===== src/pixel_unpack_pkg.sv =====
// Constants and types shared by the frame buffer pixel unpacker files.
package pixel_unpack_pkg;

   // Width of one fetched frame buffer word.
   localparam int WORD_WIDTH = 32;
   // Width of one colour, luma, chroma or alpha component.
   localparam int COMP_WIDTH = 8;
   // Width of the format select input.
   localparam int FORMAT_WIDTH = 3;
   // Width of the interleaved 4:2:2 byte order select input.
   localparam int ORDER_WIDTH = 2;
   // Width of the pixel index inside one word.
   localparam int INDEX_WIDTH = 2;

   // Byte lane numbers inside a little-endian word.
   localparam logic [1:0] LANE_0 = 2'h0;
   localparam logic [1:0] LANE_1 = 2'h1;
   localparam logic [1:0] LANE_2 = 2'h2;
   localparam logic [1:0] LANE_3 = 2'h3;

   // Bit position of the single alpha flag in the 25 bpp layout.
   localparam int ALPHA_FLAG_BIT = 24;

   // Component values used for opaque and transparent alpha.
   localparam logic [7:0] ALPHA_OPAQUE = 8'hFF;
   localparam logic [7:0] ALPHA_CLEAR = 8'h00;
   // Value driven on components other than alpha that a format does not carry.
   localparam logic [7:0] COMP_NONE = 8'h00;

   // Last pixel index for one, two and four pixels per word.
   localparam logic [1:0] LAST_INDEX_ONE = 2'h0;
   localparam logic [1:0] LAST_INDEX_TWO = 2'h1;
   localparam logic [1:0] LAST_INDEX_FOUR = 2'h3;

   // Codes of the format select input.
   localparam logic [2:0] CODE_ARGB_1888 = 3'h0;
   localparam logic [2:0] CODE_ARGB_8888 = 3'h1;
   localparam logic [2:0] CODE_RGBA_8888 = 3'h2;
   localparam logic [2:0] CODE_AYUV_444 = 3'h3;
   localparam logic [2:0] CODE_YUV_422_PACKED = 3'h4;
   localparam logic [2:0] CODE_YUV_422_SEMI = 3'h5;

   // Decoded memory layouts handled by the unpacker.
   typedef enum logic [2:0] {
      FMT_ARGB_1888,
      FMT_ARGB_8888,
      FMT_RGBA_8888,
      FMT_AYUV_444,
      FMT_YUV_422_PACKED,
      FMT_YUV_422_SEMI
   } pixel_format_type;

   // Sequencer states of the unpacker.
   typedef enum logic {
      ST_IDLE,
      ST_EMIT
   } unpack_state_type;

   // One unpacked pixel as it leaves the block.
   typedef struct packed {
      logic [7:0] alpha;
      logic [7:0] red;
      logic [7:0] green;
      logic [7:0] blue;
      logic [7:0] luma;
      logic [7:0] blueDiff;
      logic [7:0] redDiff;
      logic chromaFresh;
      logic yuv;
   } pixel_out_type;

endpackage : pixel_unpack_pkg


===== src/unpack_fields_if.sv =====
// Interface carrying held words and extracted fields between the unpacker modules.
`timescale 1ns/1ns
`default_nettype none
interface unpack_fields_if;
   // Layout of the held word.
   pixel_unpack_pkg::pixel_format_type format;
   // Byte order of interleaved 4:2:2 words.
   logic [1:0] byteOrder;
   // Held main word, luma plane word in semiplanar layout.
   logic [31:0] lumaWord;
   // Held chroma plane word, used in semiplanar layout only.
   logic [31:0] chromaWord;
   // Pixel index inside the held word.
   logic [1:0] pixelIndex;
   // Fields of the selected pixel.
   pixel_unpack_pkg::pixel_out_type pixel;

   // The extractor reads the words and returns the fields.
   modport extractor (input format, byteOrder, lumaWord, chromaWord, pixelIndex, output pixel);
   // The sequencer supplies the words and takes the fields.
   modport sequencer (output format, byteOrder, lumaWord, chromaWord, pixelIndex, input pixel);
endinterface : unpack_fields_if
`default_nettype wire


===== src/pixel_field_extract.sv =====
// Combinational extraction of one pixel's fields from a held frame buffer word.
`timescale 1ns/1ns
`default_nettype none
module pixel_field_extract (
   unpack_fields_if.extractor fields
);

   // Returns one byte lane of a word.
   function automatic logic [7:0] lane(input logic [31:0] word, input logic [1:0] idx);
      lane = word[idx * 8 +: 8];
   endfunction : lane

   // Lanes of first luma, second luma, blue-difference and red-difference.
   logic [1:0] firstLumaLane;
   logic [1:0] secondLumaLane;
   logic [1:0] blueLane;
   logic [1:0] redLane;

   // Picks the lane map of the interleaved 4:2:2 byte order.
   always_comb begin
      unique case (fields.byteOrder)
         2'h0: begin
            firstLumaLane = pixel_unpack_pkg::LANE_0;
            blueLane = pixel_unpack_pkg::LANE_1;
            secondLumaLane = pixel_unpack_pkg::LANE_2;
            redLane = pixel_unpack_pkg::LANE_3;
         end
         2'h1: begin
            blueLane = pixel_unpack_pkg::LANE_0;
            firstLumaLane = pixel_unpack_pkg::LANE_1;
            redLane = pixel_unpack_pkg::LANE_2;
            secondLumaLane = pixel_unpack_pkg::LANE_3;
         end
         2'h2: begin
            firstLumaLane = pixel_unpack_pkg::LANE_0;
            redLane = pixel_unpack_pkg::LANE_1;
            secondLumaLane = pixel_unpack_pkg::LANE_2;
            blueLane = pixel_unpack_pkg::LANE_3;
         end
         2'h3: begin
            redLane = pixel_unpack_pkg::LANE_0;
            firstLumaLane = pixel_unpack_pkg::LANE_1;
            blueLane = pixel_unpack_pkg::LANE_2;
            secondLumaLane = pixel_unpack_pkg::LANE_3;
         end
      endcase
   end

   // Slices the fields of the selected pixel out of the held words.
   always_comb begin
      fields.pixel = '0;
      fields.pixel.alpha = pixel_unpack_pkg::ALPHA_OPAQUE;
      unique case (fields.format)
         pixel_unpack_pkg::FMT_ARGB_1888: begin
            fields.pixel.blue = lane(fields.lumaWord, pixel_unpack_pkg::LANE_0);
            fields.pixel.green = lane(fields.lumaWord, pixel_unpack_pkg::LANE_1);
            fields.pixel.red = lane(fields.lumaWord, pixel_unpack_pkg::LANE_2);
            fields.pixel.alpha = fields.lumaWord[pixel_unpack_pkg::ALPHA_FLAG_BIT] ?
               pixel_unpack_pkg::ALPHA_OPAQUE : pixel_unpack_pkg::ALPHA_CLEAR;
         end
         pixel_unpack_pkg::FMT_ARGB_8888: begin
            fields.pixel.blue = lane(fields.lumaWord, pixel_unpack_pkg::LANE_0);
            fields.pixel.green = lane(fields.lumaWord, pixel_unpack_pkg::LANE_1);
            fields.pixel.red = lane(fields.lumaWord, pixel_unpack_pkg::LANE_2);
            fields.pixel.alpha = lane(fields.lumaWord, pixel_unpack_pkg::LANE_3);
         end
         pixel_unpack_pkg::FMT_RGBA_8888: begin
            fields.pixel.alpha = lane(fields.lumaWord, pixel_unpack_pkg::LANE_0);
            fields.pixel.blue = lane(fields.lumaWord, pixel_unpack_pkg::LANE_1);
            fields.pixel.green = lane(fields.lumaWord, pixel_unpack_pkg::LANE_2);
            fields.pixel.red = lane(fields.lumaWord, pixel_unpack_pkg::LANE_3);
         end
         pixel_unpack_pkg::FMT_AYUV_444: begin
            fields.pixel.yuv = 1'b1;
            fields.pixel.chromaFresh = 1'b1;
            fields.pixel.redDiff = lane(fields.lumaWord, pixel_unpack_pkg::LANE_0);
            fields.pixel.blueDiff = lane(fields.lumaWord, pixel_unpack_pkg::LANE_1);
            fields.pixel.luma = lane(fields.lumaWord, pixel_unpack_pkg::LANE_2);
            fields.pixel.alpha = lane(fields.lumaWord, pixel_unpack_pkg::LANE_3);
         end
         pixel_unpack_pkg::FMT_YUV_422_PACKED: begin
            fields.pixel.yuv = 1'b1;
            fields.pixel.luma = lane(fields.lumaWord, fields.pixelIndex[0] ? secondLumaLane : firstLumaLane);
            fields.pixel.blueDiff = lane(fields.lumaWord, blueLane);
            fields.pixel.redDiff = lane(fields.lumaWord, redLane);
            fields.pixel.chromaFresh = ~fields.pixelIndex[0];
         end
         pixel_unpack_pkg::FMT_YUV_422_SEMI: begin
            fields.pixel.yuv = 1'b1;
            fields.pixel.luma = lane(fields.lumaWord, fields.pixelIndex);
            fields.pixel.redDiff = lane(fields.chromaWord, {fields.pixelIndex[1], 1'b0});
            fields.pixel.blueDiff = lane(fields.chromaWord, {fields.pixelIndex[1], 1'b1});
            fields.pixel.chromaFresh = ~fields.pixelIndex[0];
         end
      endcase
   end

endmodule : pixel_field_extract
`default_nettype wire


===== src/frame_buffer_pixel_unpacker.sv =====
// Top of the frame buffer pixel unpacker: word intake, pixel sequencing and output stage.
`timescale 1ns/1ns
`default_nettype none
module frame_buffer_pixel_unpacker (
   input wire logic clk,
   input wire logic reset_n,
   input wire logic [2:0] pixelFormat,
   input wire logic [1:0] yuvByteOrder,
   input wire logic wordValid,
   output logic wordReady,
   input wire logic [31:0] wordData,
   input wire logic chromaValid,
   output logic chromaReady,
   input wire logic [31:0] chromaData,
   output logic pixelValid,
   input wire logic pixelReady,
   output logic [7:0] alpha_sample,
   output logic [7:0] redSample,
   output logic [7:0] greenSample,
   output logic [7:0] blueSample,
   output logic [7:0] luma_sample,
   output logic [7:0] blue_diff_chroma_sample,
   output logic [7:0] red_diff_chroma_sample,
   output logic chromaFresh,
   output logic yuvPixel
);

   // Link to the field extractor.
   unpack_fields_if fields ();

   // Sequencer state.
   pixel_unpack_pkg::unpack_state_type state;
   pixel_unpack_pkg::unpack_state_type next_state;
   // Layout latched with the word.
   pixel_unpack_pkg::pixel_format_type heldFormat;
   pixel_unpack_pkg::pixel_format_type next_heldFormat;
   // Byte order latched with the word.
   logic [1:0] heldOrder;
   logic [1:0] next_heldOrder;
   // Held main or luma word.
   logic [31:0] heldLuma;
   logic [31:0] next_heldLuma;
   // Held chroma plane word.
   logic [31:0] heldChroma;
   logic [31:0] next_heldChroma;
   // Index of the next pixel to emit from the held word.
   logic [1:0] pixelIndex;
   logic [1:0] next_pixelIndex;
   // Output stage holds a pixel.
   logic outValid;
   logic next_outValid;
   // Output stage pixel.
   pixel_unpack_pkg::pixel_out_type outPixel;
   pixel_unpack_pkg::pixel_out_type next_outPixel;

   // Decoded format of the input select.
   pixel_unpack_pkg::pixel_format_type inFormat;
   // The incoming word needs a chroma word beside it.
   logic inSemi;
   // A word, and its chroma word where needed, is taken this cycle.
   logic takeWord;
   // The output stage can load a pixel this cycle.
   logic stageFree;
   // Last pixel index of the held layout.
   logic [1:0] lastIndex;

   // Decodes the format select; unknown codes fall back to ARGB 8:8:8:8.
   always_comb begin
      unique case (pixelFormat)
         pixel_unpack_pkg::CODE_ARGB_1888: inFormat = pixel_unpack_pkg::FMT_ARGB_1888;
         pixel_unpack_pkg::CODE_ARGB_8888: inFormat = pixel_unpack_pkg::FMT_ARGB_8888;
         pixel_unpack_pkg::CODE_RGBA_8888: inFormat = pixel_unpack_pkg::FMT_RGBA_8888;
         pixel_unpack_pkg::CODE_AYUV_444: inFormat = pixel_unpack_pkg::FMT_AYUV_444;
         pixel_unpack_pkg::CODE_YUV_422_PACKED: inFormat = pixel_unpack_pkg::FMT_YUV_422_PACKED;
         pixel_unpack_pkg::CODE_YUV_422_SEMI: inFormat = pixel_unpack_pkg::FMT_YUV_422_SEMI;
         default: inFormat = pixel_unpack_pkg::FMT_ARGB_8888;
      endcase
   end

   // Gives the last pixel index for the layout of the held word.
   always_comb begin
      unique case (heldFormat)
         pixel_unpack_pkg::FMT_YUV_422_PACKED: lastIndex = pixel_unpack_pkg::LAST_INDEX_TWO;
         pixel_unpack_pkg::FMT_YUV_422_SEMI: lastIndex = pixel_unpack_pkg::LAST_INDEX_FOUR;
         default: lastIndex = pixel_unpack_pkg::LAST_INDEX_ONE;
      endcase
   end

   // Intake handshake: a word is taken only in idle, and a semiplanar word
   // only together with its chroma word so the two planes never slip apart.
   always_comb begin
      inSemi = (inFormat == pixel_unpack_pkg::FMT_YUV_422_SEMI);
      wordReady = (state == pixel_unpack_pkg::ST_IDLE) && (!inSemi || chromaValid);
      chromaReady = (state == pixel_unpack_pkg::ST_IDLE) && inSemi && wordValid;
      takeWord = wordReady && wordValid;
   end

   // The output stage may load when empty or when its pixel leaves now.
   assign stageFree = !outValid || pixelReady;

   // Drives the extractor with the held words.
   assign fields.format = heldFormat;
   assign fields.byteOrder = heldOrder;
   assign fields.lumaWord = heldLuma;
   assign fields.chromaWord = heldChroma;
   assign fields.pixelIndex = pixelIndex;

   // Field extractor for the pixel at the current index.
   pixel_field_extract extractor (
      .fields(fields.extractor)
   );

   // Next-state logic for the sequencer and the output stage.
   always_comb begin
      next_state = state;
      next_heldFormat = heldFormat;
      next_heldOrder = heldOrder;
      next_heldLuma = heldLuma;
      next_heldChroma = heldChroma;
      next_pixelIndex = pixelIndex;
      next_outValid = outValid;
      next_outPixel = outPixel;
      // A pixel accepted downstream empties the stage.
      if (outValid && pixelReady) begin
         next_outValid = 1'b0;
      end
      unique case (state)
         pixel_unpack_pkg::ST_IDLE: begin
            // Latches the word and its layout, then starts at pixel zero.
            if (takeWord) begin
               next_heldFormat = inFormat;
               next_heldOrder = yuvByteOrder;
               next_heldLuma = wordData;
               next_pixelIndex = '0;
               next_state = pixel_unpack_pkg::ST_EMIT;
               if (inSemi) begin
                  next_heldChroma = chromaData;
               end
            end
         end
         pixel_unpack_pkg::ST_EMIT: begin
            // Moves one pixel into the stage whenever it has room.
            if (stageFree) begin
               next_outValid = 1'b1;
               next_outPixel = fields.pixel;
               if (pixelIndex == lastIndex) begin
                  // The word is used up; the next one may be taken.
                  next_state = pixel_unpack_pkg::ST_IDLE;
               end else begin
                  next_pixelIndex = pixelIndex + 2'h1;
               end
            end
         end
      endcase
   end

   // Registers of the sequencer and the output stage.
   always_ff @(posedge clk or negedge reset_n) begin
      if (!reset_n) begin
         state <= pixel_unpack_pkg::ST_IDLE;
         heldFormat <= pixel_unpack_pkg::FMT_ARGB_1888;
         heldOrder <= '0;
         heldLuma <= '0;
         heldChroma <= '0;
         pixelIndex <= '0;
         outValid <= 1'b0;
         outPixel <= '0;
      end else begin
         state <= next_state;
         heldFormat <= next_heldFormat;
         heldOrder <= next_heldOrder;
         heldLuma <= next_heldLuma;
         heldChroma <= next_heldChroma;
         pixelIndex <= next_pixelIndex;
         outValid <= next_outValid;
         outPixel <= next_outPixel;
      end
   end

   // Output ports come straight from the stage registers.
   assign pixelValid = outValid;
   assign alpha_sample = outPixel.alpha;
   assign redSample = outPixel.red;
   assign greenSample = outPixel.green;
   assign blueSample = outPixel.blue;
   assign luma_sample = outPixel.luma;
   assign blue_diff_chroma_sample = outPixel.blueDiff;
   assign red_diff_chroma_sample = outPixel.redDiff;
   assign chromaFresh = outPixel.chromaFresh;
   assign yuvPixel = outPixel.yuv;

endmodule : frame_buffer_pixel_unpacker
`default_nettype wire


===== config.mk =====
export PLATFORM = sky130hd
export DESIGN_NAME = frame_buffer_pixel_unpacker
export DESIGN_NICKNAME = d
export VERILOG_FILES = /design/src/pixel_unpack_pkg.sv /design/src/unpack_fields_if.sv /design/src/pixel_field_extract.sv /design/src/frame_buffer_pixel_unpacker.sv
export SDC_FILE = /design/constraint.sdc
export NUM_CORES = 1
export LEC_CHECK = 0
export ABC_AREA = 0
export BUFFER_PORTS_ARGS = -buffer_cell sky130_fd_sc_hd__buf_2
export CORE_MARGIN = 5
export CORE_UTILIZATION = 30
export CTS_CLUSTER_DIAMETER = 150
export CTS_CLUSTER_SIZE = 14
export DETAILED_ROUTE_END_ITERATION = 16
export MAX_ROUTING_LAYER = met4
export PLACE_DENSITY = 0.61
export SYNTH_ARGS = -nofsm -noshare
export SYNTH_HDL_FRONTEND = slang
export SYNTH_HIERARCHICAL = 1
export SYNTH_SLANG_ARGS = --single-unit

===== constraint.sdc =====
create_clock -name clk -period 1.8 [get_ports clk]
set_input_delay 0.27 -clock clk [delete_from_list [all_inputs] [get_ports clk]]
set_output_delay 0.27 -clock clk [all_outputs]
set_load 0.01 [all_outputs]

# [After elaboration in Yosys (flattened, before gate mapping)]
# Index checks and enable logic that the tools add are counted.
[totals] register_bits=131 latchBits=0 ram_bits=0 rom_bits=0 input_bits=74 output_inout_bits=61 wordCells=84 memories=0
[classes] add_sub_neg=1 mul=0 div_mod_pow=0 magnitude_cmp=0 eq_ne=17 shifts=6 mux=22 bitwise_logic=2 n_reduce_logical=20
[ops] operator="32-bit by 6-bit variable part select with 8-bit output" n=6
[ops] operator="26-bit case mux with 3 select lines" n=1
[ops] operator="24-bit case mux with 2 select lines" n=1
[ops] operator="8-bit case mux with 3 select lines" n=1
[ops] operator="2-bit case mux with 2 select lines" n=4
[ops] operator="2-bit case mux with 4 select lines" n=2
[ops] operator="3-bit equality test (second input constant)" n=5
[ops] operator="3-bit case mux with 5 select lines" n=1
[ops] operator="3-bit by 2-bit equality test with 1-bit output (second input constant)" n=4
[ops] operator="2-bit two-way mux" n=4
[ops] operator="8-bit two-way mux" n=1
[ops] operator="2-bit OR reduction" n=4
[ops] operator="3-bit logical NOT" n=2
[ops] operator="1-bit two-way mux" n=6
[ops] operator="3-bit AND reduction" n=2
[ops] operator="1-bit logical AND" n=5
[ops] operator="2-bit equality test (second input constant)" n=2
[ops] operator="2-bit inequality test (second input constant)" n=2
[ops] operator="2-bit AND reduction" n=2
[ops] operator="3-bit by 1-bit equality test with 1-bit output (second input constant)" n=1
[ops] operator="2-bit by 1-bit adder with 2-bit output (second input constant)" n=1
[ops] operator="2-bit by 1-bit equality test with 1-bit output (second input constant)" n=1
[ops] operator="2-bit equality test" n=1
[ops] operator="1-bit logical NOT" n=2
[ops] operator="other kinds (5)" n=7

# [Longest topological paths before layout]
# Gate-level depths: netlist of run 1.
[logic_depth] word_depth=9 ltp_mapped=8 depth_no_buf=6

# [Hierarchy]
# Netlist of run 1, hierarchy kept.
[by_module_without_submodules] mod="frame_buffer_pixel_unpacker" instances=1 cells_each=308 area_per_inst_um2=5177.5 seq_area_each_um2=3278.1
[by_module_without_submodules] mod="pixel_field_extract" instances=1 cells_each=202 area_per_inst_um2=1716.6 seq_area_each_um2=0.0

# [Worst setup path before layout of run 1]
# Ideal clock, no wire load.
[synth_path] path_kind="reg-to-reg" startpoint="register heldOrder[0] (netlist: fields.byteOrder[0])" endpoint="register outPixel, in the netlist blue_diff_chroma_sample[7]" setup_ns=0.125 t_arrival_ns=1.606 required_ns=1.675 slack_ns=0.069 path_stages_with_launch=6 n_path_buf=2 path_cell_list="dfrtp_1 buf_6 buf_12 mux4_2 a22o_1 mux2_2"
[synth_rtl] element="start, declared" line="frame_buffer_pixel_unpacker.sv:38" rtl="logic [1:0] heldOrder;"
[synth_rtl] element="start signal, assigned" line="frame_buffer_pixel_unpacker.sv:171" rtl="heldOrder <= next_heldOrder;"
[synth_rtl] element="end signal, assigned" line="frame_buffer_pixel_unpacker.sv:176" rtl="outPixel <= next_outPixel;"
[synth_rtl] element="end, declared" line="frame_buffer_pixel_unpacker.sv:53" rtl="pixel_unpack_pkg::pixel_out_type outPixel;"

==> reports/metrics.csv, run 1 <==
metric,value,unit
fillCellCount,2190,
async_flop_share,100.0,%
htree_levels,4,
endpoint_kind,register,
ios,135,
root_buffer,clkbuf_16,
drc,0,
hold_violations,0,
area_growth,29.38,%
skew,0.007820,ns
post-cts-setup-buffer-count,0,
clk_pin_slew_worst_paths,0.06,ns
antenna_found_initial,1,
avgViaCountPerCell,4.962,
maxSlewHeadroom,46.57,%
hold_class,primary input to register,
swShare,34.99,%
grtUsageTotal,15.46,%
status,finished clean,
slew_viol_final,0,
firstDrtPassIters,4,
ant_nets,0,
ys.flop_type,dfrtp_1,
path_class,register to register,
pwr-share-comb,46.3,%
start_util,30.45,%
finalInstanceArea,0.008920,mm²
p_int,0.01125,W
grt_max_degree,58,
place_congestion,0.8303,
synth_cells,510,
ys_seq_area_share,47.55,%
wl_per_cell,19.83,µm
grt_pass1_wl,30130,µm
io_buffers,134,
via_count,4828,
path_max_fanout,8,
power_frac_seq,31.5,%
netlist_area,0.006894,mm²
die_w,161.6,µm
cp.arrival,2.09,ns
ys_warn_count,6,
clock_latency,0.42,ns
cap_violations,0,
synth_fp_nets,586,
die-area,0.02611,mm²
ys_ff_latch,131,
clock.fmax,563.0,MHz
placed_area,0.008185,mm²
drt-total-wl,19300,µm
avgSynthCellArea,13.52,µm²
die-height,161.6,µm
setup_viol_count_final,0,
first_iter_violations,205,
period_share,98.68,%
cts_sinks,131,
layout-drive-gt1-share,54.44,%
leakage,4.231,nW
cts_buffers,17,
worst_slew_pin_slew,0.8005,ns
fin_crit,1.776,ns
fin_nets,750,
cts_tree,done,
power_frac_clock,22.2,%
irDropWorstVdd,0.5993,mV
cp.required,2.11,ns
grt_pass1_vias,5071,
dp_hpwl,14530,µm
powerDensity,1940,mW/mm²
power,0.01731,W
synth_cell_types,44,
clockBufferDepth,2,
gr-total-overflow,0,
rsz0062_at_grt,yes,
start_kind,register,
rows,55,
synth_edf_count,0,
core_area,0.02264,mm²
p_sw,0.006056,W
[layout by cell type (no fill, tap or decap), types with 3 or more instances in the layout]
cell type,n
nor2b_1,10
mux4_2,16
inv_1,14
a22o_1,40
mux2i_2,3
o221ai_2,9
clkbuf_8,3
nand2_1,32
mux2_4,32
mux2_2,92
dfrtp_1,129
clkbuf_16,18
mux2i_1,23
buf_4,35
a211oi_1,9
nand2b_1,4
buf_12,11
o21ai_0,20
clkbuf_1,3
o21bai_1,7
bufinv_16,5
buf_2,133
[registers in the layout (all words and copies together), names as in the netlist]
signal,cells
blueSample,8
pixelValid,1
greenSample,8
state,1
alpha_sample,8
yuvPixel,1
fields.byteOrder,2
fields.chromaWord,32
chromaFresh,1
luma_sample,8
fields.format,3
redSample,8
fields.lumaWord,32
blue_diff_chroma_sample,8
fields.pixelIndex,2
red_diff_chroma_sample,8
[synth_stat cells, types with 2 or more instances]
cell type | n | area share [%]
mux2_1 | 2 | 0.33
o21bai_1 | 7 | 0.76
a211oi_1 | 9 | 0.98
o221ai_2 | 8 | 1.7
mux2_2 | 94 | 15
o21ai_1 | 2 | 0.15
nor2b_1 | 11 | 1.0
ha_1 | 2 | 0.36
a21oi_1 | 2 | 0.15
nand2b_1 | 4 | 0.36
nor2_1 | 3 | 0.16
mux2_4 | 30 | 6.5
buf_6 | 4 | 0.65
inv_1 | 14 | 0.76
a32o_1 | 2 | 0.29
buf_1 | 3 | 0.16
dfrtp_1 | 131 | 48
mux2i_1 | 25 | 3.6
mux4_2 | 16 | 5.2
buf_4 | 6 | 0.65
o21ai_0 | 20 | 1.5
nand2_1 | 33 | 1.8
clkbuf_1 | 8 | 0.44
buf_2 | 15 | 1.1
a22o_1 | 40 | 5.1
[path summary, 6_finish.rpt]
kind                                       start                   end  slack (ns)  cells past startpoint
worst max-delay path            fields.format[0]        luma_sample[7]        0.02                      6
worst min-delay path                wordData[30]   fields.lumaWord[30]        0.07                      2
worst max register to register  fields.format[0]        luma_sample[7]        0.02                      6
worst min register to register   alpha_sample[7]       alpha_sample[7]        0.50                      1
max in group asynchronous                reset_n  fields.chromaWord[8]        0.90                      3
min in group asynchronous                reset_n   fields.lumaWord[12]        0.22                      2
[power groups by stage]
| stage | Clock, W | Sequential (W) | Combinational [W] |
|---|---|---|---|
| floorplan | 0 | 0.00540 | 0.00510 |
| global placement | 0 | 0.00545 | 0.00788 |
| detailed placement | 0 | 0.00548 | 0.00799 |
| CTS | 0.00394 | 0.00544 | 0.00800 |
| global route | 0.00403 | 0.00565 | 0.00867 |
| finish | 0.00385 | 0.00546 | 0.00801 |
[critical path, stage by stage (launching register included)]
cell	delay (ns)
dfrtp_2	0.44
nand3b_1	0.17
mux2i_4	0.27
buf_12	0.16
mux2i_2	0.22
o221ai_2	0.12
mux2_2	0.28
[area by class of cell]
type | count | area, µm² | share of cell area (%)
well taps | 285 | 356.6 | 3.998
inverters | 14 | 52.55 | 0.5891
multi-input cells | 328 | 3379 | 37.89
clock inverters | 9 | 175.2 | 1.964
clock buffers | 23 | 478.0 | 5.358
repair buffers | 182 | 1195 | 13.40
diodes | 1 | 2.502 | 0.02805
flip-flops and latches | 131 | 3281 | 36.78
[repair_timing]
item,in CTS,in global routing
resized for setup,1,10
setup endpoints to repair,16,20
gates cloned,0,1
hold buffers,1,0
pin swaps,0,1
hold endpoints to repair,98,0
[stage by stage]
stage / std cells / setup WS (ns) / util [%] / hold slack (ns) / TNS [ns]
2_1_floorplan: 510 / 0.06938 / - / -0.02559 / 0
3_3_place_gp: 938 / -0.1472 / 36.15 / 0.1080 / -2.255
3_5_place_dp: 938 / -0.2133 / 36.15 / 0.1054 / -3.426
4_1_cts: 971 / 0.003118 / 39.09 / 0.05399 / 0
5_1_grt: 973 / -0.02275 / 39.40 / 0.06286 / -0.1270
6_report: 973 / 0.02375 / 39.40 / 0.07458 / 0
[metal layers]
layer,wire [µm],part of all wire (%),GRT usage [%],vias up
li1,-,-,-,2241
met1,8372,43,19.29,2437
met2,9489,49,24.51,128
met3,1095,5.7,3.930,22
met4,340,1.8,5.428,0
met5,0,0,-,-
[kinds of logic (layout without fill, tap and decap cells)]
group | Yosys count | after routing | synth area share [%]
AO/OA/AOI/OAI | 99 | 99 | 12.12
adder cells (fa/ha/maj) | 2 | 2 | 0.3629
buffers and inverters | 51 | 228 | 4.047
flip-flops | 131 | 131 | 47.55
multiplexers | 169 | 169 | 31.60
other | 0 | 1 | 0
AND/OR/NAND/NOR | 58 | 58 | 4.319
No activity file was read; power rests on OpenSTA's default activity.
==> run 2: changes to the inputs <==
- CORE_UTILIZATION: 30 -> 50
- PLACE_DENSITY: 0.61 -> 0.87
==> reports/metrics.csv, run 2 (same netlist as run 1, synthesis figures left out) <==
metric,value,unit
io_buffers,134,
start_kind,register,
first_iter_violations,285,
grt_use_met1,28.11,%
grt_pass1_wl,28460,µm
worst_slew_pin_slew,0.6815,ns
fin_crit,1.819,ns
skew,0.009172,ns
use_met2,37.97,%
power_frac_seq,33.7,%
fin_nets,748,
status,"finished, violations left",
violations,setup timing,
layout_common_cells,"133 x buf_2, 130 x dfrtp_1, 93 x mux2_2",
slew_viol_final,0,
cp.required,2.10,ns
wl_per_cell,20.77,µm
path_class,register to register,
die-area,0.01624,mm²
core_area,0.01372,mm²
grt_pass1_vias,5369,
root_buffer,clkbuf_16,
avgViaCountPerCell,5.815,
period_share,101.0,%
antenna_found_initial,0,
area_growth,25.24,%
hold_class,primary input to register,
drc,0,
ant_nets,0,
layout-drive-gt1-share,54.63,%
htree_levels,4,
cts_sinks,131,
grtUsageTotal,23.25,%
clk_pin_slew_worst_paths,0.06,ns
busiest_layer,met2,
clock_latency,0.43,ns
endpoint_kind,register,
cts_tree,done,
cap_violations,0,
path_max_fanout,8,
die-height,127.4,µm
grt_util_met3,5.435,%
setup_viol_count_final,4,
power,0.01657,W
cts_buffers,17,
rsz0062_at_grt,yes,
ios,135,
place_congestion,0.8891,
grt_max_degree,59,
rows,43,
irDropWorstVdd,1.594,mV
pwr-share-comb,48.2,%
final_common_cell,buf_2,
dp_slack,-0.1386,ns
power_frac_clock,18.1,%
p_int,0.01047,W
leakage,4.156,nW
r2r_slack,-0.02,ns
fillCellCount,1042,
hold_violations,0,
start_util,50.25,%
fin_ws,-0.01864,ns
via_count,5007,
cp.arrival,2.12,ns
swShare,36.78,%
die_w,127.4,µm
holdWs,0.07390,ns
drt-total-wl,17880,µm
clockBufferDepth,2,
p_sw,0.006093,W
diodes,0,
gr-total-overflow,0,
maxSlewHeadroom,54.51,%
powerDensity,1919,mW/mm²
clock.fmax,549.9,MHz
dp_hpwl,12900,µm
firstDrtPassIters,5,
fin_setup_tns,-0.03705,ns
==> run 2: cell types whose count changed in the layout (fill, tap and decap cells not counted), sizes merged <==
cell / before / now
clkbuf: 24 / 22
bufinv: 5 / 0
buf: 180 / 178
diode: 1 / 0
clkinv: 2 / 6
clkinvlp: 2 / 1
==> run 2: metal layers <==
| layer | wire length [µm] | vias up |
|---|---|---|
| met5 | 0 | - |
| met4 | 576 | 0 |
| met3 | 980 | 45 |
| met2 | 9058 | 189 |
| met1 | 7268 | 2533 |
| li1 | - | 2240 |
==> run 2: final timing paths <==
| check | start | cells after the start | to |
|---|---|---|---|
| worst max-delay path | fields.format[0] | 6 | luma_sample[4] |
| worst min-delay path | chromaData[19] | 2 | fields.chromaWord[19] |
| worst max register to register | fields.format[0] | 6 | luma_sample[4] |
| worst min register to register | luma_sample[2] | 1 | luma_sample[2] |
| max in group asynchronous | reset_n | 3 | fields.lumaWord[24] |
| min in group asynchronous | reset_n | 2 | blue_diff_chroma_sample[7] |
==> run 2: final cells by class <==
cell class	count	area, µm²	share of cell area [%]
Clock buffer	21	460.4	5.333
Multi-Input combinational cell	328	3391	39.27
Timing Repair Buffer	180	1189	13.77
Clock inverter	7	37.54	0.4347
Tap cell	180	225.2	2.608
Inverter	14	52.55	0.6086
Sequential cell	131	3279	37.98
==> run 2: power groups by stage <==
stage          combinational, W  clock [W]  sequential [W]
3_5_place_dp            0.00775          0         0.00556
6_report                0.00799    0.00300         0.00558
2_1_floorplan           0.00510          0         0.00540
3_3_place_gp            0.00750          0         0.00547
5_1_grt                 0.00856    0.00317         0.00573
4_1_cts                 0.00786    0.00302         0.00553
==> run 2: worst max-delay path, stage by stage, from the launching register on <==
cell and delay (ns):
dfrtp_1 0.43, nand3b_1 0.17, mux2i_4 0.27, buf_12 0.18
mux2i_4 0.25, o221ai_2 0.12, mux2_2 0.27
==> run 2: stage by stage <==
stage | util [%] | std cells | area [µm²]
finish | 62.94 | 861 | 8635
global route | 62.94 | 861 | 8635
CTS | 62.49 | 859 | 8573
detailed placement | 58.61 | 830 | 8041
global placement | 58.61 | 830 | 8041
floorplan | - | 510 | 6894
==> run 2: repair_timing <==
action                                  in CTS  in global routing
resized for setup                            5                  8
pin swaps                                    1                  1
buffers inserted                             0                  1
endpoints found under the hold margin       32                  0
cloned                                       0                  1
hold buffers                                 1                  0
endpoints found under the setup margin      21                 18
==> run 3: changes to the inputs <==
- CTS_BUF_LIST: not set -> sky130_fd_sc_hd__clkbuf_8 sky130_fd_sc_hd__clkbuf_16
==> reports/metrics.csv, run 3 (same netlist as run 1, synthesis figures left out) <==
metric,value,unit
met2WireLength,9061,µm
die-area,0.01624,mm²
grt_pass1_vias,5369,
avgViaCountPerCell,5.819,
rsz0062_at_grt,yes,
cap_violations,0,
highest_layer,met4,
path_max_fanout,8,
via_count,5010,
skew,0.009033,ns
path_common_cell,mux2i_4,
core_area,0.01372,mm²
swShare,36.82,%
holdWs,0.07242,ns
p_sw,0.006098,W
clk_pin_slew_worst_paths,0.06,ns
die_w,127.4,µm
power_frac_seq,33.7,%
io_buffers,134,
placed_area,0.008041,mm²
start_kind,register,
setup_viol_count_final,4,
cts_buffers,17,
irDropWorstVdd,1.595,mV
clock.fmax,549.8,MHz
violations,setup timing,
dr_wl_met3,979,µm
layout_common_cells,"133 x buf_2, 130 x dfrtp_1, 93 x mux2_2",
place_congestion,0.8891,
powerDensity,1918,mW/mm²
dp_hpwl,12900,µm
pwr-share-comb,48.2,%
cts_sinks,131,
firstDrtPassIters,4,
grt_max_degree,59,
cp.required,2.10,ns
clock_latency,0.43,ns
ant_nets,0,
grtUsageTotal,23.25,%
final_common_cell,buf_2,
cts_tree,done,
status,"finished, violations left",
die-height,127.4,µm
met1_length,7285,µm
fin_crit,1.819,ns
cp.arrival,2.12,ns
wl_per_cell,20.79,µm
ios,135,
worst_slew_pin_slew,0.6763,ns
antenna_found_initial,0,
drc,0,
gr-total-overflow,0,
root_buffer,clkbuf_16,
hold_violations,0,
max_stage_delay,0.43,ns
power_frac_clock,18.1,%
leakage,4.164,nW
p_int,0.01046,W
path_class,register to register,
first_iter_violations,286,
maxSlewHeadroom,54.86,%
htree_levels,4,
start_util,50.25,%
fin_nets,748,
period_share,101.1,%
finalInstanceArea,0.008635,mm²
layout-drive-gt1-share,54.63,%
slew_viol_final,0,
endpoint_kind,register,
diodes,0,
rows,43,
hold_class,primary input to register,
grt_pass1_wl,28460,µm
fillCellCount,1042,
cp_cell_sequence,nand3b_1 > mux2i_4 > buf_12 > mux2i_4 > o221ai_2 > mux2_2,
drt-total-wl,17900,µm
clockBufferDepth,2,
area_growth,25.24,%
crit_slowest_cell,dfrtp_1,
fin_ws,-0.01894,ns
-- run 3: timing repair --
| item | 4_1_cts | 5_1_grt |
|---|---|---|
| hold endpoints to repair | 32 | 0 |
| hold buffers | 1 | 0 |
| gates cloned | 0 | 1 |
| setup buffers | 0 | 1 |
| setup endpoints to repair | 21 | 18 |
| pin swaps | 1 | 1 |
| resized for setup | 5 | 8 |
-- run 3: routing by layer --
metal / up-vias / global-route usage [%]
met1: 2541 / 28.11
met5: - / -
li1: 2240 / -
met3: 45 / 5.435
met2: 184 / 37.97
met4: 0 / 8.896
-- run 3: area by class of cell --
| type | count | area [µm²] | share of cell area [%] |
|---|---|---|---|
| Clock buffer | 19 | 452.9 | 5.246 |
| Timing Repair Buffer | 180 | 1189 | 13.77 |
| Tap cell | 180 | 225.2 | 2.608 |
| Clock inverter | 9 | 45.04 | 0.5217 |
| Inverter | 14 | 52.55 | 0.6086 |
| Multi-Input combinational cell | 328 | 3391 | 39.27 |
| Sequential cell | 131 | 3279 | 37.98 |
-- run 3: power by group through the flow --
stage                     logic, W  clock network (W)  registers (W)
after global placement     0.00750                  0        0.00547
after floorplan            0.00510                  0        0.00540
final                      0.00799            0.00299        0.00558
after detailed placement   0.00775                  0        0.00556
after global routing       0.00856            0.00316        0.00573
after CTS                  0.00786            0.00301        0.00553
-- run 3: path summary, 6_finish.rpt --
| path | startpoint | end | slack (ns) | cells after the start |
|---|---|---|---|---|
| max reg2reg | fields.format[0] | luma_sample[4] | -0.02 | 6 |
| max | fields.format[0] | luma_sample[4] | -0.02 | 6 |
| max in group asynchronous | reset_n | fields.lumaWord[24] | 0.80 | 3 |
| min in group asynchronous | reset_n | blue_diff_chroma_sample[7] | 0.34 | 2 |
| min reg2reg | luma_sample[2] | luma_sample[2] | 0.50 | 1 |
| min | chromaData[19] | fields.chromaWord[19] | 0.07 | 2 |
-- run 3: critical path: cells and delay by family (launching register included) --
| family | cells | cell delay (ns) |
|---|---|---|
| buffers and inverters | 1 | 0.18 |
| AO/OA/AOI/OAI | 1 | 0.12 |
| AND/OR/NAND/NOR | 1 | 0.17 |
| flip-flops | 1 | 0.43 |
| multiplexers | 3 | 0.79 |
-- run 3: metrics by stage --
step,setup TNS (ns),power (W),util [%],setup WS (ns),std cells
after global placement,-0.3386,0.01297,58.61,-0.02454,830
after detailed placement,-2.029,0.01331,58.61,-0.1386,830
after floorplan,0,0.01050,-,0.06938,510
final,-0.04395,0.01656,62.94,-0.01894,861
after CTS,0,0.01640,62.49,0.009992,859
after global routing,-0.5087,0.01744,62.94,-0.07568,861
